==> config.mk <==
export PLATFORM = sky130hd
export DESIGN_NAME = packet_address_size_framer
export DESIGN_NICKNAME = d
export VERILOG_FILES = /design/src/inc/framer_pkg.sv /design/src/hw/packet_address_size_framer.sv
export SDC_FILE = /design/constraint.sdc
export NUM_CORES = 2
export LEC_CHECK = 0
export ABC_AREA = 0
export BUFFER_PORTS_ARGS = -buffer_cell sky130_fd_sc_hd__buf_2
export CORE_MARGIN = 2
export CORE_UTILIZATION = 35
export CTS_BUF_LIST = sky130_fd_sc_hd__clkbuf_16
export DETAILED_ROUTE_END_ITERATION = 8
export GPL_ROUTABILITY_DRIVEN = 0
export HOLD_SLACK_MARGIN = 0.02
export REMOVE_ABC_BUFFERS = 1
export SETUP_SLACK_MARGIN = 0.2
export SYNTH_ARGS = -nofsm -noshare
export SYNTH_HDL_FRONTEND = slang
export SYNTH_SLANG_ARGS = --single-unit
==> constraint.sdc <==
create_clock -name CLK_SYS -period 4.9 [get_ports CLK_SYS]
set_clock_uncertainty 0.05 [all_clocks]
set_input_delay 0.49 -clock CLK_SYS [delete_from_list [all_inputs] [get_ports CLK_SYS]]
set_output_delay 0.49 -clock CLK_SYS [all_outputs]
set_load 0.05 [all_outputs]
==> src/inc/framer_pkg.sv <==
// constants, register map and state types of the packet address and size framer
package framer_pkg;
   localparam logic [5:0] IDX_REMOTE_HI = 6'h38;
   localparam logic [5:0] IDX_REMOTE_LO = 6'h39;
   localparam logic [5:0] IDX_LOCAL_HI = 6'h3A;
   localparam logic [5:0] IDX_LOCAL_LO = 6'h3B;
   localparam logic [5:0] IDX_TX_LEN = 6'h3C;
   localparam logic [5:0] IDX_RX_LEN = 6'h3D;
   localparam logic [5:0] IDX_CFG = 6'h3E;
   localparam logic [5:0] IDX_FIFO = 6'h3F;
   localparam logic [7:0] RST_ADDR = 8'h00;
   localparam logic [7:0] RST_LEN = 8'h10;
   localparam logic [7:0] RST_CFG = 8'h00;
   localparam int FILT_LSB = 6;
   localparam int WIDTH_BIT = 5;
   localparam int AHDR_BIT = 4;
   localparam int LHDR_BIT = 3;
   localparam int LSRC_BIT = 2;
   localparam int SADDR_BIT = 1;
   localparam int SLEN_BIT = 0;
   localparam logic [1:0] FILT_NONE = 2'h0;
   localparam logic [1:0] FILT_REJECT = 2'h1;
   localparam logic [1:0] FILT_REPLY = 2'h2;
   localparam logic [1:0] FILT_BOTH = 2'h3;
   localparam int FIFO_DEPTH_DEF = 128;
   typedef enum logic [2:0]
   {
      ST_IDLE = 3'h0,
      ST_ADDR_HI = 3'h1,
      ST_ADDR_LO = 3'h2,
      ST_LEN = 3'h3,
      ST_PAY = 3'h4
   } frame_state_t;
endpackage

==> src/hw/packet_address_size_framer.sv <==
// packet header framer and parser with register file, tx/rx fifos and wishbone slave
//
// Functional notes
// RULE1: the tx framer sends the remote node address as the packet address field.
// RULE2: the 16-bit local node address sits in two byte registers and is compared on receive.
// RULE3: tx_payload_length gives the next tx payload length and resets to 0x10.
// RULE4: rx_payload_length gives the expected rx payload length and resets to 0x10.
// RULE5: address_filter_mode selects none, reject, reply-on-match, or reject-and-cancel.
// RULE6: address_width_select picks a 16-bit address field when one, 8-bit when zero.
// RULE7: address_header_enable adds the address field to transmitted packets.
// RULE8: length_header_enable adds the payload size field to transmitted packets.
// RULE9: length_source_select takes the size from the register, else from the first fifo byte.
// RULE10: store_rx_address writes the received address bytes first into the rx fifo.
// RULE11: store_rx_length writes the received size byte first into the rx fifo.
// RULE12: reading the fifo port pops one byte from the rx fifo.
// RULE13: writing the fifo port pushes one byte into the tx fifo.
// RULE14: the packet configuration register resets to all zero.
// RULE15: with an 8-bit address only the low address bytes are sent and compared.
`timescale 1ns/1ns
module packet_address_size_framer #(
   parameter int FIFO_DEPTH = framer_pkg::FIFO_DEPTH_DEF
)(
   input wire logic CLK_SYS,
   input wire logic RESET,
   input wire logic [7:0] ADR_I,
   input wire logic [31:0] DAT_I,
   output logic [31:0] DAT_O,
   input wire logic WE_I,
   input wire logic [3:0] SEL_I,
   input wire logic STB_I,
   input wire logic CYC_I,
   output logic ACK_O,
   input wire logic TX_START,
   output logic [7:0] TX_DATA,
   output logic TX_VALID,
   input wire logic TX_READY,
   output logic TX_BUSY,
   input wire logic RX_START,
   input wire logic [7:0] RX_DATA,
   input wire logic RX_VALID,
   output logic RX_READY,
   output logic RX_ADDR_MATCH,
   output logic RX_REJECT,
   output logic RX_AUTOREPLY_OK,
   output logic RX_DONE
);
   localparam int AW = $clog2(FIFO_DEPTH);
   typedef logic [AW:0] cnt_t;
   typedef logic [AW-1:0] ptr_t;

   if (FIFO_DEPTH < 2 || (1 << AW) != FIFO_DEPTH)
   begin
      $error("FIFO_DEPTH must be a power of two of at least 2");
   end

   logic [7:0] remote_hi_r, remote_lo_r, local_hi_r, local_lo_r, tx_len_r, rx_len_r, cfg_r;
   logic [7:0] remote_hi_nxt, remote_lo_nxt, local_hi_nxt, local_lo_nxt;
   logic [7:0] tx_len_nxt, rx_len_nxt, cfg_nxt;
   logic ack_r, ack_nxt;
   logic [31:0] dat_r, dat_nxt;
   logic [7:0] mem_r [2][FIFO_DEPTH];
   logic [7:0] mem_nxt [2][FIFO_DEPTH];
   ptr_t wr_r [2];
   ptr_t wr_nxt [2];
   ptr_t rd_r [2];
   ptr_t rd_nxt [2];
   cnt_t cnt_r [2];
   cnt_t cnt_nxt [2];
   logic push [2];
   logic pop [2];
   logic [7:0] din [2];
   logic [7:0] head [2];
   logic full [2];
   logic empty [2];

   framer_pkg::frame_state_t tx_st_r, tx_st_nxt, rx_st_r, rx_st_nxt;
   logic [7:0] tx_cnt_r, tx_cnt_nxt, rx_cnt_r, rx_cnt_nxt;
   logic [7:0] tx_data_r, tx_data_nxt, rx_ahi_r, rx_ahi_nxt;
   logic tx_valid_r, tx_valid_nxt, tx_pop, tx_load, tx_push;
   logic rx_push, rx_pop, rx_acc, rx_ready, rx_match;
   logic match_r, match_nxt, rej_r, rej_nxt, auto_r, auto_nxt, rejp_r, rejp_nxt;
   logic done_r, done_nxt;

   wire req = CYC_I & STB_I & ~ack_r;
   wire [5:0] idx = ADR_I[7:2];
   wire bus_wr = req & WE_I & SEL_I[0];
   wire bus_rd = req & ~WE_I;
   wire width16 = cfg_r[framer_pkg::WIDTH_BIT];
   wire [1:0] fmode = cfg_r[framer_pkg::FILT_LSB +: 2];

   // a push to a full fifo and a pop from an empty one are dropped
   assign tx_push = bus_wr & (idx == framer_pkg::IDX_FIFO) & ~full[0]; // RULE13
   assign rx_pop = bus_rd & (idx == framer_pkg::IDX_FIFO) & ~empty[1]; // RULE12
   assign push[0] = tx_push;
   assign din[0] = DAT_I[7:0];
   assign pop[0] = tx_pop;
   assign push[1] = rx_push;
   assign din[1] = RX_DATA;
   assign pop[1] = rx_pop;

   always_comb
   begin
      mem_nxt = mem_r;
      for (int i = 0; i < 2; i++)
      begin
         head[i] = mem_r[i][rd_r[i]];
         full[i] = (cnt_r[i] == cnt_t'(FIFO_DEPTH));
         empty[i] = (cnt_r[i] == '0);
         wr_nxt[i] = wr_r[i];
         rd_nxt[i] = rd_r[i];
         if (push[i])
         begin
            mem_nxt[i][wr_r[i]] = din[i];
            wr_nxt[i] = ptr_t'(wr_r[i] + 1'b1);
         end
         if (pop[i])
            rd_nxt[i] = ptr_t'(rd_r[i] + 1'b1);
         cnt_nxt[i] = cnt_t'(cnt_r[i] + cnt_t'(push[i]) - cnt_t'(pop[i]));
      end
   end

   // register file and wishbone answer, ack one cycle after the strobe
   always_comb
   begin
      remote_hi_nxt = remote_hi_r;
      remote_lo_nxt = remote_lo_r;
      local_hi_nxt = local_hi_r;
      local_lo_nxt = local_lo_r;
      tx_len_nxt = tx_len_r;
      rx_len_nxt = rx_len_r;
      cfg_nxt = cfg_r;
      ack_nxt = req;
      dat_nxt = dat_r;
      if (bus_wr)
      begin
         unique case (idx)
            framer_pkg::IDX_REMOTE_HI: remote_hi_nxt = DAT_I[7:0];
            framer_pkg::IDX_REMOTE_LO: remote_lo_nxt = DAT_I[7:0];
            framer_pkg::IDX_LOCAL_HI: local_hi_nxt = DAT_I[7:0]; // RULE2
            framer_pkg::IDX_LOCAL_LO: local_lo_nxt = DAT_I[7:0]; // RULE2
            framer_pkg::IDX_TX_LEN: tx_len_nxt = DAT_I[7:0];
            framer_pkg::IDX_RX_LEN: rx_len_nxt = DAT_I[7:0];
            framer_pkg::IDX_CFG: cfg_nxt = DAT_I[7:0];
            default: ;
         endcase
      end
      if (bus_rd)
      begin
         dat_nxt = 32'h0000_0000;
         unique case (idx)
            framer_pkg::IDX_REMOTE_HI: dat_nxt[7:0] = remote_hi_r;
            framer_pkg::IDX_REMOTE_LO: dat_nxt[7:0] = remote_lo_r;
            framer_pkg::IDX_LOCAL_HI: dat_nxt[7:0] = local_hi_r;
            framer_pkg::IDX_LOCAL_LO: dat_nxt[7:0] = local_lo_r;
            framer_pkg::IDX_TX_LEN: dat_nxt[7:0] = tx_len_r;
            framer_pkg::IDX_RX_LEN: dat_nxt[7:0] = rx_len_r;
            framer_pkg::IDX_CFG: dat_nxt[7:0] = cfg_r;
            framer_pkg::IDX_FIFO: dat_nxt[7:0] = empty[1] ? 8'h00 : head[1]; // RULE12
            default: ;
         endcase
      end
   end

   // tx framer: address field, size field, then payload from the tx fifo
   assign tx_load = ~tx_valid_r | TX_READY;
   always_comb
   begin
      tx_st_nxt = tx_st_r;
      tx_cnt_nxt = tx_cnt_r;
      tx_data_nxt = tx_data_r;
      tx_valid_nxt = tx_valid_r & ~TX_READY;
      tx_pop = 1'b0;
      unique case (tx_st_r)
         framer_pkg::ST_IDLE:
            if (TX_START)
            begin
               if (cfg_r[framer_pkg::AHDR_BIT]) // RULE7
                  tx_st_nxt = width16 ? framer_pkg::ST_ADDR_HI : framer_pkg::ST_ADDR_LO; // RULE6
               else
                  tx_st_nxt = framer_pkg::ST_LEN;
            end
         framer_pkg::ST_ADDR_HI:
            if (tx_load)
            begin
               tx_data_nxt = remote_hi_r; // RULE1
               tx_valid_nxt = 1'b1;
               tx_st_nxt = framer_pkg::ST_ADDR_LO;
            end
         framer_pkg::ST_ADDR_LO:
            if (tx_load)
            begin
               tx_data_nxt = remote_lo_r; // RULE15
               tx_valid_nxt = 1'b1;
               tx_st_nxt = framer_pkg::ST_LEN;
            end
         framer_pkg::ST_LEN:
            if (tx_load && (cfg_r[framer_pkg::LSRC_BIT] || !empty[0]))
            begin
               tx_pop = ~cfg_r[framer_pkg::LSRC_BIT]; // RULE9
               tx_cnt_nxt = cfg_r[framer_pkg::LSRC_BIT] ? tx_len_r : head[0]; // RULE3
               tx_data_nxt = tx_cnt_nxt;
               tx_valid_nxt = cfg_r[framer_pkg::LHDR_BIT]; // RULE8
               tx_st_nxt = (tx_cnt_nxt == 8'h00) ? framer_pkg::ST_IDLE : framer_pkg::ST_PAY;
            end
         framer_pkg::ST_PAY:
            if (tx_load && !empty[0])
            begin
               tx_pop = 1'b1;
               tx_data_nxt = head[0];
               tx_valid_nxt = 1'b1;
               tx_cnt_nxt = tx_cnt_r - 8'h01;
               if (tx_cnt_r == 8'h01)
                  tx_st_nxt = framer_pkg::ST_IDLE;
            end
         default: tx_st_nxt = framer_pkg::ST_IDLE;
      endcase
   end

   // rx parser: address compare and filter, optional saving of header bytes
   // no byte is taken in the size step when the size header is off
   assign rx_ready = (rx_st_r != framer_pkg::ST_IDLE) & ~full[1] &
                     ~((rx_st_r == framer_pkg::ST_LEN) & ~cfg_r[framer_pkg::LHDR_BIT]);
   assign rx_acc = RX_VALID & rx_ready;
   assign rx_match = (RX_DATA == local_lo_r) & (~width16 | (rx_ahi_r == local_hi_r)); // RULE15
   always_comb
   begin
      rx_st_nxt = rx_st_r;
      rx_cnt_nxt = rx_cnt_r;
      rx_ahi_nxt = rx_ahi_r;
      match_nxt = match_r;
      rej_nxt = rej_r;
      auto_nxt = auto_r;
      rejp_nxt = 1'b0;
      done_nxt = 1'b0;
      rx_push = 1'b0;
      unique case (rx_st_r)
         framer_pkg::ST_IDLE:
            if (RX_START)
            begin
               match_nxt = 1'b1;
               rej_nxt = 1'b0;
               auto_nxt = 1'b1;
               rx_ahi_nxt = 8'h00;
               if (cfg_r[framer_pkg::AHDR_BIT])
                  rx_st_nxt = width16 ? framer_pkg::ST_ADDR_HI : framer_pkg::ST_ADDR_LO;
               else
                  rx_st_nxt = framer_pkg::ST_LEN;
            end
         framer_pkg::ST_ADDR_HI:
            if (rx_acc)
            begin
               rx_ahi_nxt = RX_DATA;
               rx_push = cfg_r[framer_pkg::SADDR_BIT]; // RULE10
               rx_st_nxt = framer_pkg::ST_ADDR_LO;
            end
         framer_pkg::ST_ADDR_LO:
            if (rx_acc)
            begin
               rx_push = cfg_r[framer_pkg::SADDR_BIT]; // RULE10
               match_nxt = rx_match; // RULE2
               rej_nxt = ~rx_match & ((fmode == framer_pkg::FILT_REJECT) |
                                      (fmode == framer_pkg::FILT_BOTH)); // RULE5
               auto_nxt = rx_match | (fmode == framer_pkg::FILT_NONE) |
                          (fmode == framer_pkg::FILT_REJECT); // RULE5
               rejp_nxt = rej_nxt;
               rx_st_nxt = framer_pkg::ST_LEN;
            end
         framer_pkg::ST_LEN:
            if (!cfg_r[framer_pkg::LHDR_BIT])
            begin
               rx_cnt_nxt = rx_len_r; // RULE4
               done_nxt = (rx_len_r == 8'h00);
               rx_st_nxt = done_nxt ? framer_pkg::ST_IDLE : framer_pkg::ST_PAY;
            end
            else if (rx_acc)
            begin
               rx_push = cfg_r[framer_pkg::SLEN_BIT] & ~rej_r; // RULE11
               rx_cnt_nxt = RX_DATA;
               done_nxt = (RX_DATA == 8'h00);
               rx_st_nxt = done_nxt ? framer_pkg::ST_IDLE : framer_pkg::ST_PAY;
            end
         framer_pkg::ST_PAY:
            if (rx_acc)
            begin
               rx_push = ~rej_r; // RULE5
               rx_cnt_nxt = rx_cnt_r - 8'h01;
               if (rx_cnt_r == 8'h01)
               begin
                  done_nxt = 1'b1;
                  rx_st_nxt = framer_pkg::ST_IDLE;
               end
            end
         default: rx_st_nxt = framer_pkg::ST_IDLE;
      endcase
   end

   always_ff @(posedge CLK_SYS)
   begin
      mem_r <= mem_nxt;
      if (RESET)
      begin
         remote_hi_r <= framer_pkg::RST_ADDR;
         remote_lo_r <= framer_pkg::RST_ADDR;
         local_hi_r <= framer_pkg::RST_ADDR;
         local_lo_r <= framer_pkg::RST_ADDR;
         tx_len_r <= framer_pkg::RST_LEN; // RULE3
         rx_len_r <= framer_pkg::RST_LEN; // RULE4
         cfg_r <= framer_pkg::RST_CFG; // RULE14
         ack_r <= 1'b0;
         dat_r <= 32'h0000_0000;
         for (int i = 0; i < 2; i++)
         begin
            wr_r[i] <= '0;
            rd_r[i] <= '0;
            cnt_r[i] <= '0;
         end
         tx_st_r <= framer_pkg::ST_IDLE;
         rx_st_r <= framer_pkg::ST_IDLE;
         tx_cnt_r <= 8'h00;
         rx_cnt_r <= 8'h00;
         tx_data_r <= 8'h00;
         rx_ahi_r <= 8'h00;
         tx_valid_r <= 1'b0;
         match_r <= 1'b0;
         rej_r <= 1'b0;
         auto_r <= 1'b0;
         rejp_r <= 1'b0;
         done_r <= 1'b0;
      end
      else
      begin
         remote_hi_r <= remote_hi_nxt;
         remote_lo_r <= remote_lo_nxt;
         local_hi_r <= local_hi_nxt;
         local_lo_r <= local_lo_nxt;
         tx_len_r <= tx_len_nxt;
         rx_len_r <= rx_len_nxt;
         cfg_r <= cfg_nxt;
         ack_r <= ack_nxt;
         dat_r <= dat_nxt;
         wr_r <= wr_nxt;
         rd_r <= rd_nxt;
         cnt_r <= cnt_nxt;
         tx_st_r <= tx_st_nxt;
         rx_st_r <= rx_st_nxt;
         tx_cnt_r <= tx_cnt_nxt;
         rx_cnt_r <= rx_cnt_nxt;
         tx_data_r <= tx_data_nxt;
         rx_ahi_r <= rx_ahi_nxt;
         tx_valid_r <= tx_valid_nxt;
         match_r <= match_nxt;
         rej_r <= rej_nxt;
         auto_r <= auto_nxt;
         rejp_r <= rejp_nxt;
         done_r <= done_nxt;
      end
   end

   assign ACK_O = ack_r;
   assign DAT_O = dat_r;
   assign TX_DATA = tx_data_r;
   assign TX_VALID = tx_valid_r;
   assign TX_BUSY = (tx_st_r != framer_pkg::ST_IDLE) | tx_valid_r;
   assign RX_READY = rx_ready;
   assign RX_ADDR_MATCH = match_r;
   assign RX_REJECT = rejp_r;
   assign RX_AUTOREPLY_OK = auto_r;
   assign RX_DONE = done_r;
endmodule

==> out/metrics.cfg <==
[placed_design]
port_buffers = 55
pre_cts_ws_ns = 0.224
placedCellCount = 7863
post-dp-hpwl_um = 140000
postPlaceCellArea_mm2 = 0.0927

[worst_setup_path]
cpMostUsedCell = buf_4
critPathCaptureType = flip-flop
critPathMaxFanout = 35
critical_path.cell_chain = buf_4 > buf_4 > mux4_2 > mux2i_1 > o21ai_0 > nor4_1 > buf_4 > a32oi_1 > mux2_2 > or3_1 > o31a_1
path_buf_inv = 3
cp_top_family = multiplexers
worstSetupPathType = flip-flop to flip-flop
critPathLaunchType = flip-flop
timing.rr.end = tx_st_r[2]
cp_slowest_cell = dfxtp_4
rr_startpoint = rd_r[8]
reg2reg_depth = 11
path_depth = 11
r2r_setup_slack_ns = 0.55
cp.arrival_ns = 5.06
critPathMaxStageDelay_ns = 0.82
required_ns = 5.60

[detailed_routing]
drc = 0
wl_per_cell_um = 26.5
final_antenna_net_count = 0
wirelength_um = 219000
vias_per_cell = 5.31
drt_iter0_drc = 4563
first_pass_iters = 6
vias = 44000

[floorplan]
start_util_pct = 35.2
core.rowCount = 183
dieWidth_um = 504
fp.coreArea_mm2 = 0.248
fp.dieH_um = 504
io_pins = 109
dieArea_mm2 = 0.254

[job]
cap_violations = 0

[layout]
syn_to_final_growth_pct = 14.3
fin_cells = 8283
n_fill_cell = 22200
fin_area_mm2 = 0.0999
finalCoreUtilization_pct = 40.2
nets = 4855
drive_above_1_share_pct = 24.4

[clock_tree]
insertion_delay_ns = 0.86
cts.sink_count = 2201
cts_setup_buffers = 0
clock_path_buffers = 3
cts_tree = yes
cts_buffers = 219
clockRootBuffer = clkbuf_16
htree_levels = 4
clkSlewWorstSetupHoldPaths_ns = 0.07

[global_route]
grt_pass1_wl_um = 319000
grt_util_met2_pct = 28.6
first_global_vias = 45100
busiest_layer = met2
grt_max_degree = 100
use_met1_pct = 22.7
antenna_found_initial = 7
grtUsageTotal_pct = 17.0
use_met3_pct = 2.51
grt.overflow.total = 0

[sta]
max_freq_mhz = 230
hold_viol_final = 0
setup_ws_ns = 0.546
min_period_ns = 4.35
finalMaxSlewViolations = 0
slew-limit-headroom_pct = 16.3
tightest_slew_ns = 1.22
setup_viol = 0
rsz0062_at_grt = false
finalCritPeriodShare_pct = 88.9

[power]
leakagePower_nw = 30.4
ir_drop_mv = 0.317
power_density_mw_per_mm2 = 409

[worst_hold_path]
hp-class = primary input to flip-flop
hold_path_end = mem_r[486]
holdPathStages = 1
min-delay-start = RX_DATA[6]

[yosys]
synth_top_family_by_area = multiplexers
synthMuxAreaShare_pct = 16.6
synthCells = 4486
ys_ff_latch = 2201
synthSimpleGateAreaFrac_pct = 4.21
synthDistinctLibCells = 83
ys.flop_type = edfxtp_1
yosysSeqAreaShare_pct = 73.9
yosys_warnings = 0
syn-cell-area_mm2 = 0.0874
syn_avg_cell_area_um2 = 19.5
synth_fa_ha_area_share_pct = 0.504
synth_compound_area_share_pct = 2.65
synth_edf_count = 2048
ys_async_sr_fraction_pct = 0
synth_xor_area_share_pct = 0.481

[status]
status = completed

## flip-flops by register name, indices dropped and copies added (netlist names), 14 cells and up
register,cells
mem_r,2048
cnt_r,16
rd_r,14
wr_r,14
## kinds of logic (layout without fill, tap and decap cells)
logic type,after synthesis,in the layout
compound gates,342,342
xor+xnor,48,48
fa+ha+maj,34,34
buf+inv,309,751
flops,2201,2201
mux,732,732
other cells,1,26
simple gates,819,819
## what timing repair did
action | 4_1_cts | 5_1_grt
gates resized for setup | 0 | 17
endpoints found under the hold margin | 37 | 0
hold buffers | 6 | 0
endpoints found under the setup margin | 14 | 173
## placed cells by master, fill, tap and decap left out, types with 31 or more instances in the layout
cell type	synthesis	layout
buf_4	42	231
nor3_1	41	41
inv_1	38	88
o21ai_0	48	48
ha_1	32	32
nor2_1	449	433
a22oi_1	64	64
clkinv_1	0	67
mux4_2	569	569
clkinv_2	0	31
mux2i_1	156	156
clkbuf_16	0	220
buf_2	28	38
edfxtp_1	2048	2048
a21oi_1	86	86
nor2b_1	31	31
nand3_1	60	60
dfxtp_1	153	144
nand2_1	112	112
## Yosys cell counts (all sizes together) (10+ instances only)
master  count  area [um2]
a21oi      86         430
a22oi      65         493
inv        40         150
nand2     112         420
nor3       41         205
nand4      17         106
nor2      449        1690
nor2b      31         194
buf       122         806
o221ai     12         105
nand3b     15         113
nand2b     24         150
nand3      60         300
ha         32         400
mux4      570       12800
xnor2      26         228
mux2i     156        1560
o21ai      48         240
or2        11        68.8
or3        13        81.3
edfxtp   2048       61500
a22o       10        87.6
o22ai      20         125
a221oi     14         129
xor2       22         193
dfxtp     153        3060
a31oi      13        81.3
clkbuf    147         552
## metrics by stage
stage | power, mW | setup TNS [ns] | hold WS, ns
after floorplan | 23.6 | -291.32 | 0.381
after global placement | 24.8 | 0 | 0.413
after detailed placement | 24.9 | 0 | 0.418
after CTS | 41.2 | 0 | 0.0836
after global routing | 42.1 | 0 | 0.106
final | 40.8 | 0 | 0.129
## routing by layer
layer  wire length (um)  up-vias
met5                 12        -
met4               6870        2
met3              11900      326
met2             109000     1411
met1              91100    23400
li1                   -    18800
## area by class of cell
type                            instances  area [um2]  share of cell area [%]
Inverter                               40         150                   0.150
Antenna cell                            2        5.00                 0.00501
Clock inverter                        192        1550                    1.55
Sequential cell                      2201       64600                    64.7
Multi-Input combinational cell       1999       21500                    21.5
Timing Repair Buffer                  299        2460                    2.47
Clock buffer                          220        5510                    5.51
Tap cell                             3330        4170                    4.17
## how the worst max path moves through the flow
stage	start	to	slack (ns)
6_report	rd_r[8]	tx_st_r[2]	0.55
5_1_grt	cnt_r[2]	cnt_r[6]	0.31
4_1_cts	rx_st_r[1]	mem_r[320]	0.19
3_5_place_dp	rx_st_r[1]	mem_r[320]	0.22
3_3_place_gp	rx_st_r[1]	mem_r[346]	0.28
2_1_floorplan	rd_r[7]	tx_st_r[2]	-8.53
## report_power, final
part	internal, mW	switching [mW]	leakage (nW)
registers	20.6	0.218	19.6
clock network	9.22	7.20	3.62
logic	1.48	2.10	7.17
Note: power is estimated with default switching activity, not from simulation.
